--- src/logic/mior_cfg.svh ---
// constants of the multi-line fast read handler: opcodes, counts, field positions
// assumes nothing; included by the principal module only
`ifndef MIOR_CFG_SVH
`define MIOR_CFG_SVH

// instruction codes handled here
`define OP_QUAD_OUT        8'h6B
`define OP_QUAD_OUT_A32    8'h6C
`define OP_DUAL_IO         8'hBB
`define OP_DUAL_IO_A32     8'hBC
`define OP_DTR_DUAL_IO     8'hBD

// dummy clocks between the last address bit and the first data clock
`define QUAD_OUT_DUMMY     5'h08
`define DUAL_IO_DUMMY      5'h04
`define DTR_DUAL_IO_DUMMY  5'h04

// address widths in bits
`define ADDR_BITS_3B       6'h18
`define ADDR_BITS_4B       6'h20

// instruction phase length and continuation byte layout
`define CMD_BITS           6'h08
`define MODE_SAMPLES       3'h4
`define SKIP_FIELD_HI      5
`define SKIP_FIELD_LO      4
`define SKIP_FIELD_CODE    2'h2

// read buffer shape and the byte sent when it runs dry
`define FIFO_DEPTH         32
`define FIFO_WIDTH         8
`define UNDERRUN_BYTE      8'hFF

// reset values
`define RST_BYTE           8'h00
`define RST_ADDR           32'h0000_0000

`endif

--- src/logic/mior_pkg.sv ---
// types of the fast read handler; its buffer and storage use none of them
// assumes mior_cfg.svh on the include path
package mior_pkg;

  // frame sequencer states, one-hot
  typedef enum logic [5:0] {
    ST_IDLE   = 6'h01,
    ST_CMD    = 6'h02,
    ST_ADDR   = 6'h04,
    ST_DUMMY  = 6'h08,
    ST_DATA   = 6'h10,
    ST_IGNORE = 6'h20
  } rd_state_e;

  // decoded shape of one read instruction
  typedef struct packed {
    logic       ok;
    logic [7:0] op;
    logic       dual_in;
    logic       quad_out;
    logic       dtr;
    logic       has_mode;
    logic [5:0] addr_bits;
    logic [4:0] dummy;
  } rd_cfg_s;

  // what the IO pins are driven with
  typedef struct packed {
    logic [3:0] dout;
    logic [3:0] oe;
  } io_drive_s;

endpackage

--- src/logic/multi_io_fast_read_handler.sv ---
// quad output and dual i/o fast read sequencer of a serial flash, sdr and dtr forms
// assumes i_sck, i_cs_n and i_io synchronous to i_sys_clk and much slower than it;
// the array answers a byte request with i_arr_valid a few cycles later
// How it works
// - quad output read returns four bits per clock
// - quad output read needs quad_lines_permit set
// - quad output read waits eight dummy clocks
// - quad output 32-bit opcode always takes 32 bits
// - quad output 32-bit opcode rejected in four-line mode
// - dual i/o read: address and data two bits
// - dual i/o read waits four dummy clocks
// - eight continuation_mode_bits follow the address
// - code_skip_field 10 skips next instruction code
// - other code_skip_field values expect instruction code
// - dtr dual i/o uses io0 and io1
// - dual i/o 32-bit opcode always takes 32 bits
// - dual i/o 32-bit opcode single-line mode only
// - four-byte mode widens dual i/o addresses
// - reads are ignored while busy
// - dtr moves address and data both edges
// - address advances after every byte
// - data out on fall, code in on rise
`timescale 1ns/1ps
`default_nettype none
`include "mior_cfg.svh"

module multi_io_fast_read_handler
  import mior_pkg::*;
#(
  parameter int FIFO_WIDTH = `FIFO_WIDTH,
  parameter int FIFO_DEPTH = `FIFO_DEPTH
) (
  input  wire logic        i_sys_clk,
  input  wire logic        i_resetn,
  input  wire logic        i_cs_n,
  input  wire logic        i_sck,
  input  wire logic [3:0]  i_io,
  output logic      [3:0]  o_io,
  output logic      [3:0]  o_io_oe,
  input  wire logic        i_quad_lines_permit,
  input  wire logic        i_busy,
  input  wire logic        i_addr4_mode,
  input  wire logic        i_qpi_mode,
  output logic             o_arr_req,
  output logic      [31:0] o_arr_addr,
  input  wire logic        i_arr_valid,
  input  wire logic [7:0]  i_arr_data,
  output logic             o_frame_active,
  output logic             o_skip_armed
);

  rd_state_e   state_q, state_d;
  rd_cfg_s     cfg_q, cfg_d, dec;
  io_drive_s   io_q, io_d;
  logic [5:0]  cnt_q, cnt_d;
  logic [31:0] shin_q, shin_d;
  logic [7:0]  mode_q, mode_d, sr_q, sr_d, cur;
  logic [2:0]  mcnt_q, mcnt_d;
  logic [3:0]  left_q, left_d;
  logic        skip_q, skip_d, sck_q, rise, fall, smp_edge, drv_edge;
  logic [7:0]  skip_op_q, skip_op_d;
  logic        pop, fetch_start, fetching, push;
  logic        fifo_in_ready, fifo_valid;
  logic [7:0]  fifo_data;
  logic [31:0] fa_q, fa_d;
  logic        req_q, req_d, pend_q, pend_d;
  logic        active_q;

  ////////////////////////////////////////////////////////////////////////////////
  // instruction decode; every handled code is single-line-mode only
  function automatic rd_cfg_s decode_op(input logic [7:0] op, input logic a4,
                                        input logic qpi, input logic permit);
    rd_cfg_s c;
    c           = '0;
    c.op        = op;
    c.addr_bits = a4 ? `ADDR_BITS_4B : `ADDR_BITS_3B;
    case (op)
      `OP_QUAD_OUT: begin
        c.ok       = permit;
        c.quad_out = 1'b1;
        c.dummy    = `QUAD_OUT_DUMMY;
      end
      `OP_QUAD_OUT_A32: begin
        c.ok        = permit;
        c.quad_out  = 1'b1;
        c.dummy     = `QUAD_OUT_DUMMY;
        c.addr_bits = `ADDR_BITS_4B;
      end
      `OP_DUAL_IO: begin
        c.ok       = 1'b1;
        c.dual_in  = 1'b1;
        c.has_mode = 1'b1;
        c.dummy    = `DUAL_IO_DUMMY;
      end
      `OP_DUAL_IO_A32: begin
        c.ok        = 1'b1;
        c.dual_in   = 1'b1;
        c.has_mode  = 1'b1;
        c.dummy     = `DUAL_IO_DUMMY;
        c.addr_bits = `ADDR_BITS_4B;
      end
      `OP_DTR_DUAL_IO: begin
        c.ok       = 1'b1;
        c.dual_in  = 1'b1;
        c.has_mode = 1'b1;
        c.dtr      = 1'b1;
        c.dummy    = `DTR_DUAL_IO_DUMMY;
      end
      default: begin
        c.ok = 1'b0;
      end
    endcase
    if (qpi) begin
      c.ok = 1'b0;
    end
    return c;
  endfunction

  ////////////////////////////////////////////////////////////////////////////////
  // clock edge detection on the sampled serial clock
  always_ff @(posedge i_sys_clk or negedge i_resetn) begin
    if (!i_resetn) begin
      sck_q <= 1'b0;
    end else begin
      sck_q <= i_sck;
    end
  end

  assign rise = i_sck && !sck_q;
  assign fall = !i_sck && sck_q;

  ////////////////////////////////////////////////////////////////////////////////
  // frame sequencer: instruction, address, dummy with mode capture, data out
  always_comb begin
    state_d     = state_q;
    cfg_d       = cfg_q;
    io_d        = io_q;
    cnt_d       = cnt_q;
    shin_d      = shin_q;
    mode_d      = mode_q;
    mcnt_d      = mcnt_q;
    sr_d        = sr_q;
    left_d      = left_q;
    skip_d      = skip_q;
    skip_op_d   = skip_op_q;
    pop         = 1'b0;
    fetch_start = 1'b0;
    cur         = sr_q;
    dec         = decode_op(skip_op_q, i_addr4_mode, i_qpi_mode, i_quad_lines_permit);
    smp_edge    = rise || (fall && cfg_q.dtr);
    drv_edge    = fall || (rise && cfg_q.dtr);
    if (i_cs_n) begin
      state_d = ST_IDLE;
      io_d    = '0;
      cfg_d   = '0;
      if (state_q != ST_IDLE) begin
        // ones on io0 set the low field bit, so the field never reads 10 and the host escape always lands here
        skip_d    = cfg_q.has_mode && (mcnt_q == `MODE_SAMPLES) &&
                    (mode_q[`SKIP_FIELD_HI:`SKIP_FIELD_LO] == `SKIP_FIELD_CODE);
        skip_op_d = cfg_q.op;
      end
    end else begin
      case (state_q)
        ST_IDLE: begin
          cnt_d  = '0;
          shin_d = '0;
          mode_d = '0;
          mcnt_d = '0;
          left_d = '0;
          if (skip_q) begin
            cfg_d   = dec;
            state_d = (dec.ok && !i_busy) ? ST_ADDR : ST_IGNORE;
          end else begin
            state_d = ST_CMD;
          end
        end
        ST_CMD: begin
          if (rise) begin
            shin_d = {shin_q[30:0], i_io[0]};
            cnt_d  = cnt_q + 6'h01;
            if (cnt_q == `CMD_BITS - 6'h01) begin
              dec     = decode_op({shin_q[6:0], i_io[0]}, i_addr4_mode, i_qpi_mode,
                                  i_quad_lines_permit);
              cfg_d   = dec;
              cnt_d   = '0;
              shin_d  = '0;
              state_d = (dec.ok && !i_busy) ? ST_ADDR : ST_IGNORE;
            end
          end
        end
        ST_ADDR: begin
          // the fall that closes the instruction byte is not an address edge
          if (smp_edge && (rise || cnt_q != 6'h00)) begin
            if (cfg_q.dual_in) begin
              shin_d = {shin_q[29:0], i_io[1], i_io[0]};
              cnt_d  = cnt_q + 6'h02;
            end else begin
              shin_d = {shin_q[30:0], i_io[0]};
              cnt_d  = cnt_q + 6'h01;
            end
            if (cnt_d == cfg_q.addr_bits) begin
              cnt_d       = '0;
              fetch_start = 1'b1;
              state_d     = ST_DUMMY;
            end
          end
        end
        ST_DUMMY: begin
          // continuation byte rides on the first dummy clocks; dummy input is otherwise unused
          if (cfg_q.has_mode && smp_edge && (mcnt_q != `MODE_SAMPLES)) begin
            mode_d = {mode_q[5:0], i_io[1], i_io[0]};
            mcnt_d = mcnt_q + 3'h1;
          end
          if (rise) begin
            cnt_d = cnt_q + 6'h01;
            if (cnt_q == {1'b0, cfg_q.dummy} - 6'h01) begin
              state_d = ST_DATA;
              left_d  = '0;
            end
          end
        end
        ST_DATA: begin
          if (drv_edge) begin
            if (left_q == 4'h0) begin
              cur = fifo_valid ? fifo_data : `UNDERRUN_BYTE;
              pop = fifo_valid;
            end
            // host has let go of the lines before this edge
            if (cfg_q.quad_out) begin
              io_d.dout = cur[7:4];
              io_d.oe   = 4'hF;
              sr_d      = {cur[3:0], 4'h0};
              left_d    = (left_q == 4'h0) ? 4'h4 : left_q - 4'h4;
            end else begin
              io_d.dout = {2'b00, cur[7:6]};
              io_d.oe   = 4'h3;
              sr_d      = {cur[5:0], 2'b00};
              left_d    = (left_q == 4'h0) ? 4'h6 : left_q - 4'h2;
            end
          end
        end
        ST_IGNORE: begin
          state_d = ST_IGNORE;
        end
        default: begin
          state_d = ST_IDLE;
        end
      endcase
    end
  end

  always_ff @(posedge i_sys_clk or negedge i_resetn) begin
    if (!i_resetn) begin
      state_q   <= ST_IDLE;
      cfg_q     <= '0;
      io_q      <= '0;
      cnt_q     <= '0;
      shin_q    <= `RST_ADDR;
      mode_q    <= `RST_BYTE;
      mcnt_q    <= '0;
      sr_q      <= `RST_BYTE;
      left_q    <= '0;
      skip_q    <= 1'b0;
      skip_op_q <= `RST_BYTE;
      active_q  <= 1'b0;
    end else begin
      state_q   <= state_d;
      cfg_q     <= cfg_d;
      io_q      <= io_d;
      cnt_q     <= cnt_d;
      shin_q    <= shin_d;
      mode_q    <= mode_d;
      mcnt_q    <= mcnt_d;
      sr_q      <= sr_d;
      left_q    <= left_d;
      skip_q    <= skip_d;
      skip_op_q <= skip_op_d;
      active_q  <= (state_d != ST_IDLE) && (state_d != ST_IGNORE);
    end
  end

  ////////////////////////////////////////////////////////////////////////////////
  // array prefetch: one request in flight, stalled by a full buffer
  assign fetching = (state_q == ST_DUMMY) || (state_q == ST_DATA);
  assign push     = i_arr_valid && pend_q && fetching;

  always_comb begin
    fa_d   = fa_q;
    req_d  = 1'b0;
    pend_d = pend_q;
    if (i_arr_valid) begin
      pend_d = 1'b0;
      fa_d   = fa_q + 32'h1;
    end
    if (fetch_start) begin
      fa_d = shin_d;
    end else if (fetching && !i_cs_n && !pend_q && !req_q && fifo_in_ready) begin
      req_d  = 1'b1;
      pend_d = 1'b1;
    end
  end

  always_ff @(posedge i_sys_clk or negedge i_resetn) begin
    if (!i_resetn) begin
      fa_q   <= `RST_ADDR;
      req_q  <= 1'b0;
      pend_q <= 1'b0;
    end else begin
      fa_q   <= fa_d;
      req_q  <= req_d;
      pend_q <= pend_d;
    end
  end

  // stale prefetch is dropped when chip select rises
  read_fifo #(.WIDTH(FIFO_WIDTH), .DEPTH(FIFO_DEPTH)) u_fifo (
    .i_sys_clk   (i_sys_clk),
    .i_resetn    (i_resetn),
    .i_flush     (i_cs_n),
    .i_in_valid  (push),
    .o_in_ready  (fifo_in_ready),
    .i_in_data   (i_arr_data),
    .o_out_valid (fifo_valid),
    .i_out_ready (pop),
    .o_out_data  (fifo_data)
  );

  assign o_io           = io_q.dout;
  assign o_io_oe        = io_q.oe;
  assign o_arr_req      = req_q;
  assign o_arr_addr     = fa_q;
  assign o_frame_active = active_q;
  assign o_skip_armed   = skip_q;

  ////////////////////////////////////////////////////////////////////////////////
  // checks; helper remembers the previous request address of this frame
  logic [31:0] prev_req_q;
  logic        req_seen_q;
  always_ff @(posedge i_sys_clk or negedge i_resetn) begin
    if (!i_resetn) begin
      prev_req_q <= '0;
      req_seen_q <= 1'b0;
    end else begin
      prev_req_q <= req_q ? fa_q : prev_req_q;
      req_seen_q <= fetch_start ? 1'b0 : (req_seen_q || req_q);
    end
  end

  a_lines_only_data: assert property (@(posedge i_sys_clk) disable iff (!i_resetn)
    (o_io_oe != 4'h0) |-> (state_q == ST_DATA))
    else $error("io driven outside data phase");
  a_quad_all_lanes: assert property (@(posedge i_sys_clk) disable iff (!i_resetn)
    (o_io_oe != 4'h0 && cfg_q.quad_out) |-> (o_io_oe == 4'hF))
    else $error("quad read not on four lines");
  a_dual_two_lanes: assert property (@(posedge i_sys_clk) disable iff (!i_resetn)
    (o_io_oe != 4'h0 && !cfg_q.quad_out) |-> (o_io_oe == 4'h3))
    else $error("dual read not on two lines");
  a_quad_needs_permit: assert property (@(posedge i_sys_clk) disable iff (!i_resetn)
    (state_q == ST_ADDR && $past(state_q) == ST_CMD && cfg_q.quad_out)
      |-> $past(i_quad_lines_permit))
    else $error("quad read accepted without permit");
  a_busy_ignored: assert property (@(posedge i_sys_clk) disable iff (!i_resetn)
    (state_q == ST_CMD && rise && cnt_q == 6'h07 && i_busy && !i_cs_n)
      |=> (state_q == ST_IGNORE))
    else $error("read taken while busy");
  a_skip_starts_addr: assert property (@(posedge i_sys_clk) disable iff (!i_resetn)
    (state_q == ST_IDLE && !i_cs_n && skip_q && !i_busy && !i_qpi_mode)
      |=> (state_q == ST_ADDR))
    else $error("armed frame did not start at address");
  a_skip_from_field: assert property (@(posedge i_sys_clk) disable iff (!i_resetn)
    (i_cs_n && state_q != ST_IDLE) |=>
      (skip_q == ($past(cfg_q.has_mode) && $past(mcnt_q) == 3'h4 &&
                  $past(mode_q[5:4]) == 2'b10)))
    else $error("skip flag does not follow the mode field");
  a_dummy_then_data: assert property (@(posedge i_sys_clk) disable iff (!i_resetn)
    ($past(state_q) == ST_DUMMY && state_q == ST_DATA && !i_cs_n)
      |-> (cnt_q == {1'b0, cfg_q.dummy}))
    else $error("wrong dummy clock count");
  a_wide_addr: assert property (@(posedge i_sys_clk) disable iff (!i_resetn)
    (state_q == ST_ADDR && (cfg_q.op == 8'h6C || cfg_q.op == 8'hBC))
      |-> (cfg_q.addr_bits == 6'h20))
    else $error("32-bit opcode without 32 address bits");
  a_no_qpi_accept: assert property (@(posedge i_sys_clk) disable iff (!i_resetn)
    (state_q == ST_CMD && rise && cnt_q == 6'h07 && i_qpi_mode && !i_cs_n)
      |=> (state_q == ST_IGNORE))
    else $error("read accepted in four-line mode");
  a_fetch_step: assert property (@(posedge i_sys_clk) disable iff (!i_resetn)
    (req_q && req_seen_q) |-> (fa_q == prev_req_q + 32'h1))
    else $error("prefetch address did not advance by one");
  a_out_on_edge: assert property (@(posedge i_sys_clk) disable iff (!i_resetn)
    (o_io != $past(o_io) && o_io_oe != 4'h0 && $past(o_io_oe) != 4'h0)
      |-> ($past(fall) || ($past(rise) && cfg_q.dtr)))
    else $error("data changed off a drive edge");

endmodule

`default_nettype wire

--- src/logic/fifo_mem.sv ---
// small dual-port storage for the read buffer
// assumes one clock; read data come from a register one cycle after i_rd_en
`timescale 1ns/1ps
`default_nettype none

module fifo_mem #(
  parameter int WIDTH = 8,
  parameter int DEPTH = 32,
  parameter int AW    = $clog2(DEPTH)
) (
  input  wire logic             i_sys_clk,
  input  wire logic             i_resetn,
  input  wire logic             i_wr_en,
  input  wire logic [AW-1:0]    i_wr_addr,
  input  wire logic [WIDTH-1:0] i_wr_data,
  input  wire logic             i_rd_en,
  input  wire logic [AW-1:0]    i_rd_addr,
  output logic      [WIDTH-1:0] o_rd_data
);

  logic [WIDTH-1:0] mem_q [DEPTH];
  logic [WIDTH-1:0] rd_q;

  ////////////////////////////////////////////////////////////////////////////////
  // array itself carries no reset, so it maps onto plain ram cells
  always_ff @(posedge i_sys_clk) begin
    if (i_wr_en) begin
      mem_q[i_wr_addr] <= i_wr_data;
    end
  end

  // registered read port
  always_ff @(posedge i_sys_clk or negedge i_resetn) begin
    if (!i_resetn) begin
      rd_q <= '0;
    end else if (i_rd_en) begin
      rd_q <= mem_q[i_rd_addr];
    end
  end

  assign o_rd_data = rd_q;

endmodule

`default_nettype wire

--- src/logic/read_fifo.sv ---
// read data buffer: valid/ready on both sides, one output holding stage
// assumes one clock; i_flush empties it in one cycle
`timescale 1ns/1ps
`default_nettype none

module read_fifo #(
  parameter int WIDTH = 8,
  parameter int DEPTH = 32
) (
  input  wire logic             i_sys_clk,
  input  wire logic             i_resetn,
  input  wire logic             i_flush,
  input  wire logic             i_in_valid,
  output logic                  o_in_ready,
  input  wire logic [WIDTH-1:0] i_in_data,
  output logic                  o_out_valid,
  input  wire logic             i_out_ready,
  output logic      [WIDTH-1:0] o_out_data
);

  localparam int AW = $clog2(DEPTH);
  localparam logic [AW:0] FULL_CNT = (AW+1)'(DEPTH);

  logic [AW:0] wp_q, wp_d, rp_q, rp_d;
  logic        ov_q, ov_d, pend_q, pend_d;
  logic        full, empty, wr_en, rd_en;

  ////////////////////////////////////////////////////////////////////////////////
  // pointers carry one extra bit so full and empty are told apart
  always_comb begin
    full   = (wp_q - rp_q) == FULL_CNT;
    empty  = (wp_q == rp_q);
    wr_en  = i_in_valid && !full;
    // refill the holding stage only when it is free; costs two idle cycles per word
    rd_en  = !empty && !ov_q && !pend_q && !i_flush;
    wp_d   = wp_q;
    rp_d   = rp_q;
    ov_d   = ov_q;
    pend_d = rd_en;
    if (wr_en) begin
      wp_d = wp_q + 1'b1;
    end
    if (rd_en) begin
      rp_d = rp_q + 1'b1;
    end
    if (pend_q) begin
      ov_d = 1'b1;
    end else if (ov_q && i_out_ready) begin
      ov_d = 1'b0;
    end
    if (i_flush) begin
      wp_d   = '0;
      rp_d   = '0;
      ov_d   = 1'b0;
      pend_d = 1'b0;
    end
  end

  always_ff @(posedge i_sys_clk or negedge i_resetn) begin
    if (!i_resetn) begin
      wp_q   <= '0;
      rp_q   <= '0;
      ov_q   <= 1'b0;
      pend_q <= 1'b0;
    end else begin
      wp_q   <= wp_d;
      rp_q   <= rp_d;
      ov_q   <= ov_d;
      pend_q <= pend_d;
    end
  end

  fifo_mem #(.WIDTH(WIDTH), .DEPTH(DEPTH)) u_mem (
    .i_sys_clk (i_sys_clk),
    .i_resetn  (i_resetn),
    .i_wr_en   (wr_en && !i_flush),
    .i_wr_addr (wp_q[AW-1:0]),
    .i_wr_data (i_in_data),
    .i_rd_en   (rd_en),
    .i_rd_addr (rp_q[AW-1:0]),
    .o_rd_data (o_out_data)
  );

  assign o_in_ready  = !full;
  assign o_out_valid = ov_q;

endmodule

`default_nettype wire

--- config.mk ---
export PLATFORM = sky130hd
export DESIGN_NAME = multi_io_fast_read_handler
export DESIGN_NICKNAME = d
export VERILOG_FILES = /design/src/logic/mior_pkg.sv /design/src/logic/multi_io_fast_read_handler.sv /design/src/logic/fifo_mem.sv /design/src/logic/read_fifo.sv
export VERILOG_INCLUDE_DIRS = /design/src /design/src/logic
export SDC_FILE = /design/constraint.sdc
export NUM_CORES = 1
export LEC_CHECK = 0
export CAP_MARGIN = 40
export CORE_MARGIN = 2
export CORE_UTILIZATION = 35
export DETAILED_ROUTE_END_ITERATION = 8
export DONT_BUFFER_PORTS = 1
export GPL_TIMING_DRIVEN = 0
export PLACE_DENSITY = 0.5
export SLEW_MARGIN = 5
export SYNTH_ARGS = -nofsm -noshare
export SYNTH_HDL_FRONTEND = slang
export SYNTH_SLANG_ARGS = --single-unit
export TNS_END_PERCENT = 1
--- constraint.sdc ---
create_clock -name i_sys_clk -period 11.6 [get_ports i_sys_clk]
set_input_delay 2.32 -clock i_sys_clk [delete_from_list [all_inputs] [get_ports i_sys_clk]]
set_output_delay 2.32 -clock i_sys_clk [all_outputs]
set_load 0.02 [all_outputs]
# --- After elaboration in Yosys (flattened, before gate mapping) ---
# Memories as Yosys holds them, arrays and structs flattened. A register that Yosys moved wholly into a read port is not among the register bits.
# Index checks and enable logic that the tools add are counted.
word_totals:
  ram_bits: 256
  reg_bits: 155
  out_inout_bits: 43
  mem_count: 1
memory_table:
  columns: ["memory", "depth", "word_bits", "rd", "rd_ports_with_merged_regs", "wr", "line", "source"]
  rows:
  - ["u_fifo.u_mem.mem_q", 32, 8, 1, 1, 1, "fifo_mem.sv:21", "logic [WIDTH-1:0] mem_q [DEPTH];"]
op_classes:
  reduce_logical: 64
  n_addsub: 10
  n_eq_ne: 36
  muxes: 94
  bitwise_logic: 1
op_table:
  columns: ["cell", "n"]
  rows:
  - ["32-bit 2-to-1 mux", 7]
  - ["6-bit 2-to-1 mux", 27]
  - ["32-bit case mux with 3 select lines", 1]
  - ["23-bit 2-to-1 mux", 4]
  - ["8-bit 2-to-1 mux", 7]
  - ["8-bit equality test (second input constant)", 6]
  - ["23-bit case mux with 2 select lines", 1]
  - ["6-bit case mux with 6 select lines", 1]
  - ["32-bit by 1-bit adder with 32-bit output (second input constant)", 1]
  - ["8-bit by 7-bit equality test with 1-bit output (second input constant)", 4]
  - ["1-bit 2-to-1 mux", 31]
  - ["1-bit logical AND", 24]
  - ["4-bit 2-to-1 mux", 6]
  - ["6-bit case mux with 4 select lines", 1]
  - ["6-bit by 1-bit adder with 6-bit output (second input constant)", 3]
  - ["6-bit equality test", 3]
  - ["4-bit case mux with 2 select lines", 2]
  - ["6-bit by 3-bit equality test with 1-bit output (second input constant)", 2]
  - ["6-bit equality test (second input constant)", 2]
  - ["2-bit != test (second input constant)", 6]
  - ["3-bit != test (second input constant)", 4]
  - ["6-bit by 1-bit != test with 1-bit output (second input constant)", 2]
  - ["4-bit case mux with 3 select lines", 1]
  - ["6-bit case mux with 2 select lines", 1]
  - ["30 further kinds", 58]

# --- Depth between registers and ports, before layout ---
logic_depth:
  word_depth: 16
  depth_mapped: 12
  mapped_depth_nobuf: 9

# --- Modules after synthesis ---
# Synthesis repeated with hierarchy kept, for this count alone.
hier_totals:
  hier_cells: 1450
  area_unflattened_um2: 18191.2
modules_own_cells:
  columns: ["module", "area_each_um2", "cells_per_inst", "seq_area_each_um2", "n_inst"]
  rows:
  - ["fifo_mem", 10421.2, 591, 7887.6, 1]
  - ["multi_io_fast_read_handler", 6877.8, 764, 3154.3, 1]
  - ["read_fifo", 892.1, 95, 350.3, 1]

# --- Least setup slack after synthesis ---
# No wires, ideal clock.
synth_timing:
  path_type: "input port to flip-flop"
  startpoint: "in i_cs_n"
  endpoint: "mem u_fifo.u_mem.mem_q[0][0], enable pin"
  stages: 5
  t_arrival_ps: 3851
  required_time_ps: 11217
  setup_slack_ps: 7366
  cell_sequence: "clkbuf_1 -> inv_1 -> clkbuf_1 -> nand4_1 -> nor3_1"
synth_via:
  elab_chain_cells: 4
synth_rtl:
  columns: ["item", "line", "source"]
  rows:
  - ["from (decl)", "multi_io_fast_read_handler.sv:35", "input wire logic i_cs_n,"]
  - ["1-bit logical NOT", "read_fifo.sv:76", ".i_wr_en (wr_en && !i_flush),"]
  - ["1-bit logical AND", "read_fifo.sv:76", null]
  - ["1-bit 2-to-1 mux", "fifo_mem.sv:27", "if (i_wr_en) begin"]
  - ["1-bit 2-to-1 mux (not written as such)", "fifo_mem.sv:28", "mem_q[i_wr_addr] <= i_wr_data;"]
  - ["to (decl)", "fifo_mem.sv:21", null]
# Every way passes these cells.

# --- Worst setup path in the final report ---
layout_timing:
  startpoint: "reg u_fifo.rp_q[1]"
  endpoint: "mem u_fifo.u_mem.mem_q[2][4], enable pin"
layout_via:
  elab_chain_cells: 7
layout_rtl:
  columns: ["item", "line", "source"]
  rows:
  - ["from (decl)", "read_fifo.sv:24", "logic [AW:0] wp_q, wp_d, rp_q, rp_d;"]
  - ["from (signal assigned)", "read_fifo.sv:67", "rp_q <= rp_d;"]
  - ["6-bit subtractor", "read_fifo.sv:31", "full = (wp_q - rp_q) == FULL_CNT;"]
  - ["6-bit equality test", "read_fifo.sv:31", null]
  - ["1-bit logical NOT", "read_fifo.sv:33", "wr_en = i_in_valid && !full;"]
  - ["1-bit logical AND", "read_fifo.sv:33", null]
  - ["1-bit logical AND", "read_fifo.sv:76", null]
  - ["1-bit 2-to-1 mux", "fifo_mem.sv:27", null]
  - ["1-bit 2-to-1 mux (not written as such)", "fifo_mem.sv:28", null]
# Every way passes these cells.

==> flow_summary_export.csv <==
group,metric,value,unit
timing,maxSlewHeadroom,0.434,
synth,synth_area_leaders,"edfxtp_1 (42%), dfrtp_1 (20%), mux4_2 (9.9%)",
timing,tightest_slew,0.842,ns
clocking,post-cts-setup-buffer-count,0,
clocking,hold_buffers,0,
worst_setup_path,rr_startpoint,"u_fifo.rp_q[1]",
die,rows,83,
timing,setup_viol,0,
worst_setup_path,worstPathCellList,"buf_1, clkbuf_1, inv_1, ha_1, a21o_1, a21o_1, a311oi_1, o31ai_1, clkbuf_1, buf_2, nor3_1, buf_4",
clocking,cts-root-buf,"clkbuf_16",
worst_setup_path,critical_path_class,"register to register",
run_status,outcome,"completed",
timing,drv_slew,0,
placed_design,io_buffers,0,
power,power_density,166,nW/µm²
clocking,clkLatencyLatePin,0.59,ns
clocking,cts_buffers,45,
die,io_pins,64,
synth,synth_edf_count,256,
synth,mappedNetlistArea,18100,µm²
power,power,3.43,mW
synth,yosys_warnings,0,
grt,grt_max_degree,150,
worst_setup_path,reg2reg_slack,6.68,ns
clocking,cts_tree,"yes",
die,die_h,231,µm
synth,synth_top_area_share,0.424,
worst_hold_path,hold_path.class,"register to register",
synth,ys_async_sr_fraction,0.368,
worst_setup_path,cp_num_buf_inv,6,
worst_setup_path,r2r_end,"u_fifo.u_mem.mem_q[2][4]",
cells_and_area,fill_cells,4734,
synth,synth_top_area_cell,"edfxtp_1",
grt,grt_pass1_wl,67200,µm
timing,setup_slack,6.68,ns
worst_setup_path,critPathLaunch,"u_fifo.rp_q[1]",
worst_setup_path,crit_family,"buffers and inverters",
synth,synth_common_cells,"edfxtp_1 (256), dfrtp_1 (148), nand2_1 (86)",
synth,yosys.cell_count.top_type,"edfxtp_1",
drt,drtIter0Drc,779,
timing,rsz0062_at_grt,"false",
die,die_area,53600,µm²
synth,synth_cell_types,77,
cells_and_area,seqCellArea,11400,µm²
power,ir_drop,0.000117,V
cells_and_area,stdcell_count,2035,
grt,antenna_found_initial,0,
drt,drc,0,
drt,vias_per_cell,5.28,
timing,clock_skew,0.0286,ns
timing,min_period,4.92,ns
synth,avgSynthCellArea,14.6,µm²
clocking,ctsResizeCount,0,
run,cap_violations,0,
placed_design,dp_slack,6.13,ns
drt,dr.pass1.iters,5,
clocking,htreeDepth,2,
worst_setup_path,endpoint,"u_fifo.u_mem.mem_q[2][4]",
timing,hold_viol_final,0,
power,leakage,7.54,nW
worst_setup_path,worstSetupEndpointType,"register",
placed_design,gp_congestion,0.809,
worst_setup_path,cp_slowest_cell,"nor3_1",
cells_and_area,synthToLayoutAreaGrowth,13.9,%
clocking,cts_buffer_depth,3,
synth,synth.net_count,1279,
cells_and_area,n_antenna_cell,0,
cells_and_area,multi_input_area,6290,µm²
die,initial_utilization,0.354,
synth,ys_seq_elements,405,
drt,num_vias,10800,
die,die_w,231,µm
die,core_area,51200,µm²
worst_setup_path,crit_required,11.88,ns
grt,grt_usage,0.164,
cells_and_area,fin_util,0.403,
timing,setup_tns,0,ns
drt,avgRoutedWirePerCell,21.2,µm
placed_design,placedCellCount,1953,
grt,overflow,0,
clocking,clkTransAtPathRegs,0.06,ns
worst_setup_path,r2r_cells,12,
drt,routed_wl,43100,µm
timing,fmax,203,MHz
synth,synth_ff_type,"edfxtp_1",
timing,period_share,0.424,
worst_setup_path,max_stage_delay,0.67,ns
grt,grt_pass1_vias,11200,
worst_setup_path,startpoint_type,"register",
cells_and_area,fin_nets,1359,
placed_design,dp_hpwl,30000,µm
clocking,cts_sinks,405,
worst_setup_path,critPathMaxFanout,10,
worst_hold_path,hold_start,"mode_q[4]",
worst_setup_path,critPathArrivalTime,5.20,ns
synth,syn-instance-count,1240,
synth,yosysSeqAreaShare,0.630,
worst_setup_path,cp_num_cells,12,
drt,ant_nets,0,
cells_and_area,drive_above_1_share,0.204,
==> area by class of cell <==
type | count | area share
Timing Repair Buffer | 33 | 0.00958
Clock buffer | 57 | 0.0582
Clock inverter | 25 | 0.0118
Buffer | 69 | 0.0158
Inverter | 27 | 0.00491
Tap cell | 680 | 0.0412
Multi-Input combinational cell | 739 | 0.305
Sequential cell | 405 | 0.553
==> layer usage <==
metal	routed length [µm]	global-route usage
met5	0	0
met3	2240	0.0316
met2	20600	0.268
met1	19400	0.222
met4	883	0.0462
==> how the worst min path moves through the flow <==
stage / to / slack [ns] / cells after the start
final: o_skip_armed / 0.46 / 1
after global routing: u_fifo.u_mem.o_rd_data[0] / 0.50 / 2
after CTS: o_skip_armed / 0.47 / 1
after detailed placement: o_skip_armed / 0.45 / 1
after global placement: u_fifo.u_mem.o_rd_data[0] / 0.46 / 2
after floorplan: o_skip_armed / 0.43 / 1
==> state kept, by name, indices dropped and copies added, names as in the netlist, 6 cells and up <==
signal / flops
cnt_q: 6
shin_q: 32
sr_q: 6
state_q: 6
mode_q: 6
cfg_q: 14
o_arr_addr: 32
u_fifo.u_mem.mem_q: 256
u_fifo.wp_q: 6
skip_op_q: 8
u_fifo.u_mem.o_rd_data: 8
u_fifo.rp_q: 6
==> per-stage QoR <==
stage                     hold WS (ns)  cell area (µm²)
after floorplan                  0.431            18100
after global placement           0.462            19000
after detailed placement         0.454            19200
after CTS                        0.468            20600
after global routing             0.496            20600
final                            0.465            20600
==> power breakdown <==
part	switching, mW	leakage (nW)	internal (mW)
Clock	0.587	0.698	0.804
Sequential	0.0773	4.33	1.60
Combinational	0.200	2.51	0.165
Total	0.864	7.54	2.56
==> cells by family after synthesis <==
logic type               Yosys count  synth area share
flip-flops                       405             0.630
AND/OR/NAND/NOR                  357             0.102
buffers and inverters             96            0.0236
adder cells (fa/ha/maj)           18            0.0124
XOR/XNOR                          47            0.0227
multiplexers                     135             0.135
AO/OA/AOI/OAI                    182            0.0736
==> cells in the final DEF, fill, tap and decap left out, types with 8 or more instances in the layout <==
| cell type | netlist | layout |
|---|---|---|
| nand3_1 | 27 | 27 |
| nor2_1 | 68 | 68 |
| nand2_1 | 86 | 86 |
| and2_1 | 29 | 29 |
| clkbuf_1 | 31 | 40 |
| a31oi_1 | 13 | 13 |
| xnor2_1 | 29 | 29 |
| a221o_1 | 28 | 28 |
| mux2i_1 | 14 | 14 |
| nor3_1 | 44 | 39 |
| mux2_4 | 10 | 10 |
| clkinv_1 | 0 | 10 |
| mux4_2 | 80 | 80 |
| ha_1 | 18 | 18 |
| a311oi_1 | 10 | 10 |
| edfxtp_1 | 256 | 256 |
| a21o_1 | 10 | 10 |
| o21ai_0 | 41 | 41 |
| dfrtp_1 | 148 | 148 |
| nand3b_1 | 14 | 14 |
| inv_1 | 25 | 25 |
| buf_2 | 27 | 53 |
| a21oi_1 | 31 | 31 |
| nor2b_1 | 8 | 8 |
| mux2_2 | 31 | 31 |
| xor2_1 | 18 | 18 |
| clkbuf_16 | 0 | 45 |
| a211oi_1 | 9 | 9 |
| nand4_1 | 20 | 20 |
| nand2b_1 | 9 | 9 |
| buf_4 | 3 | 8 |
(Power assumes the default switching activity.)
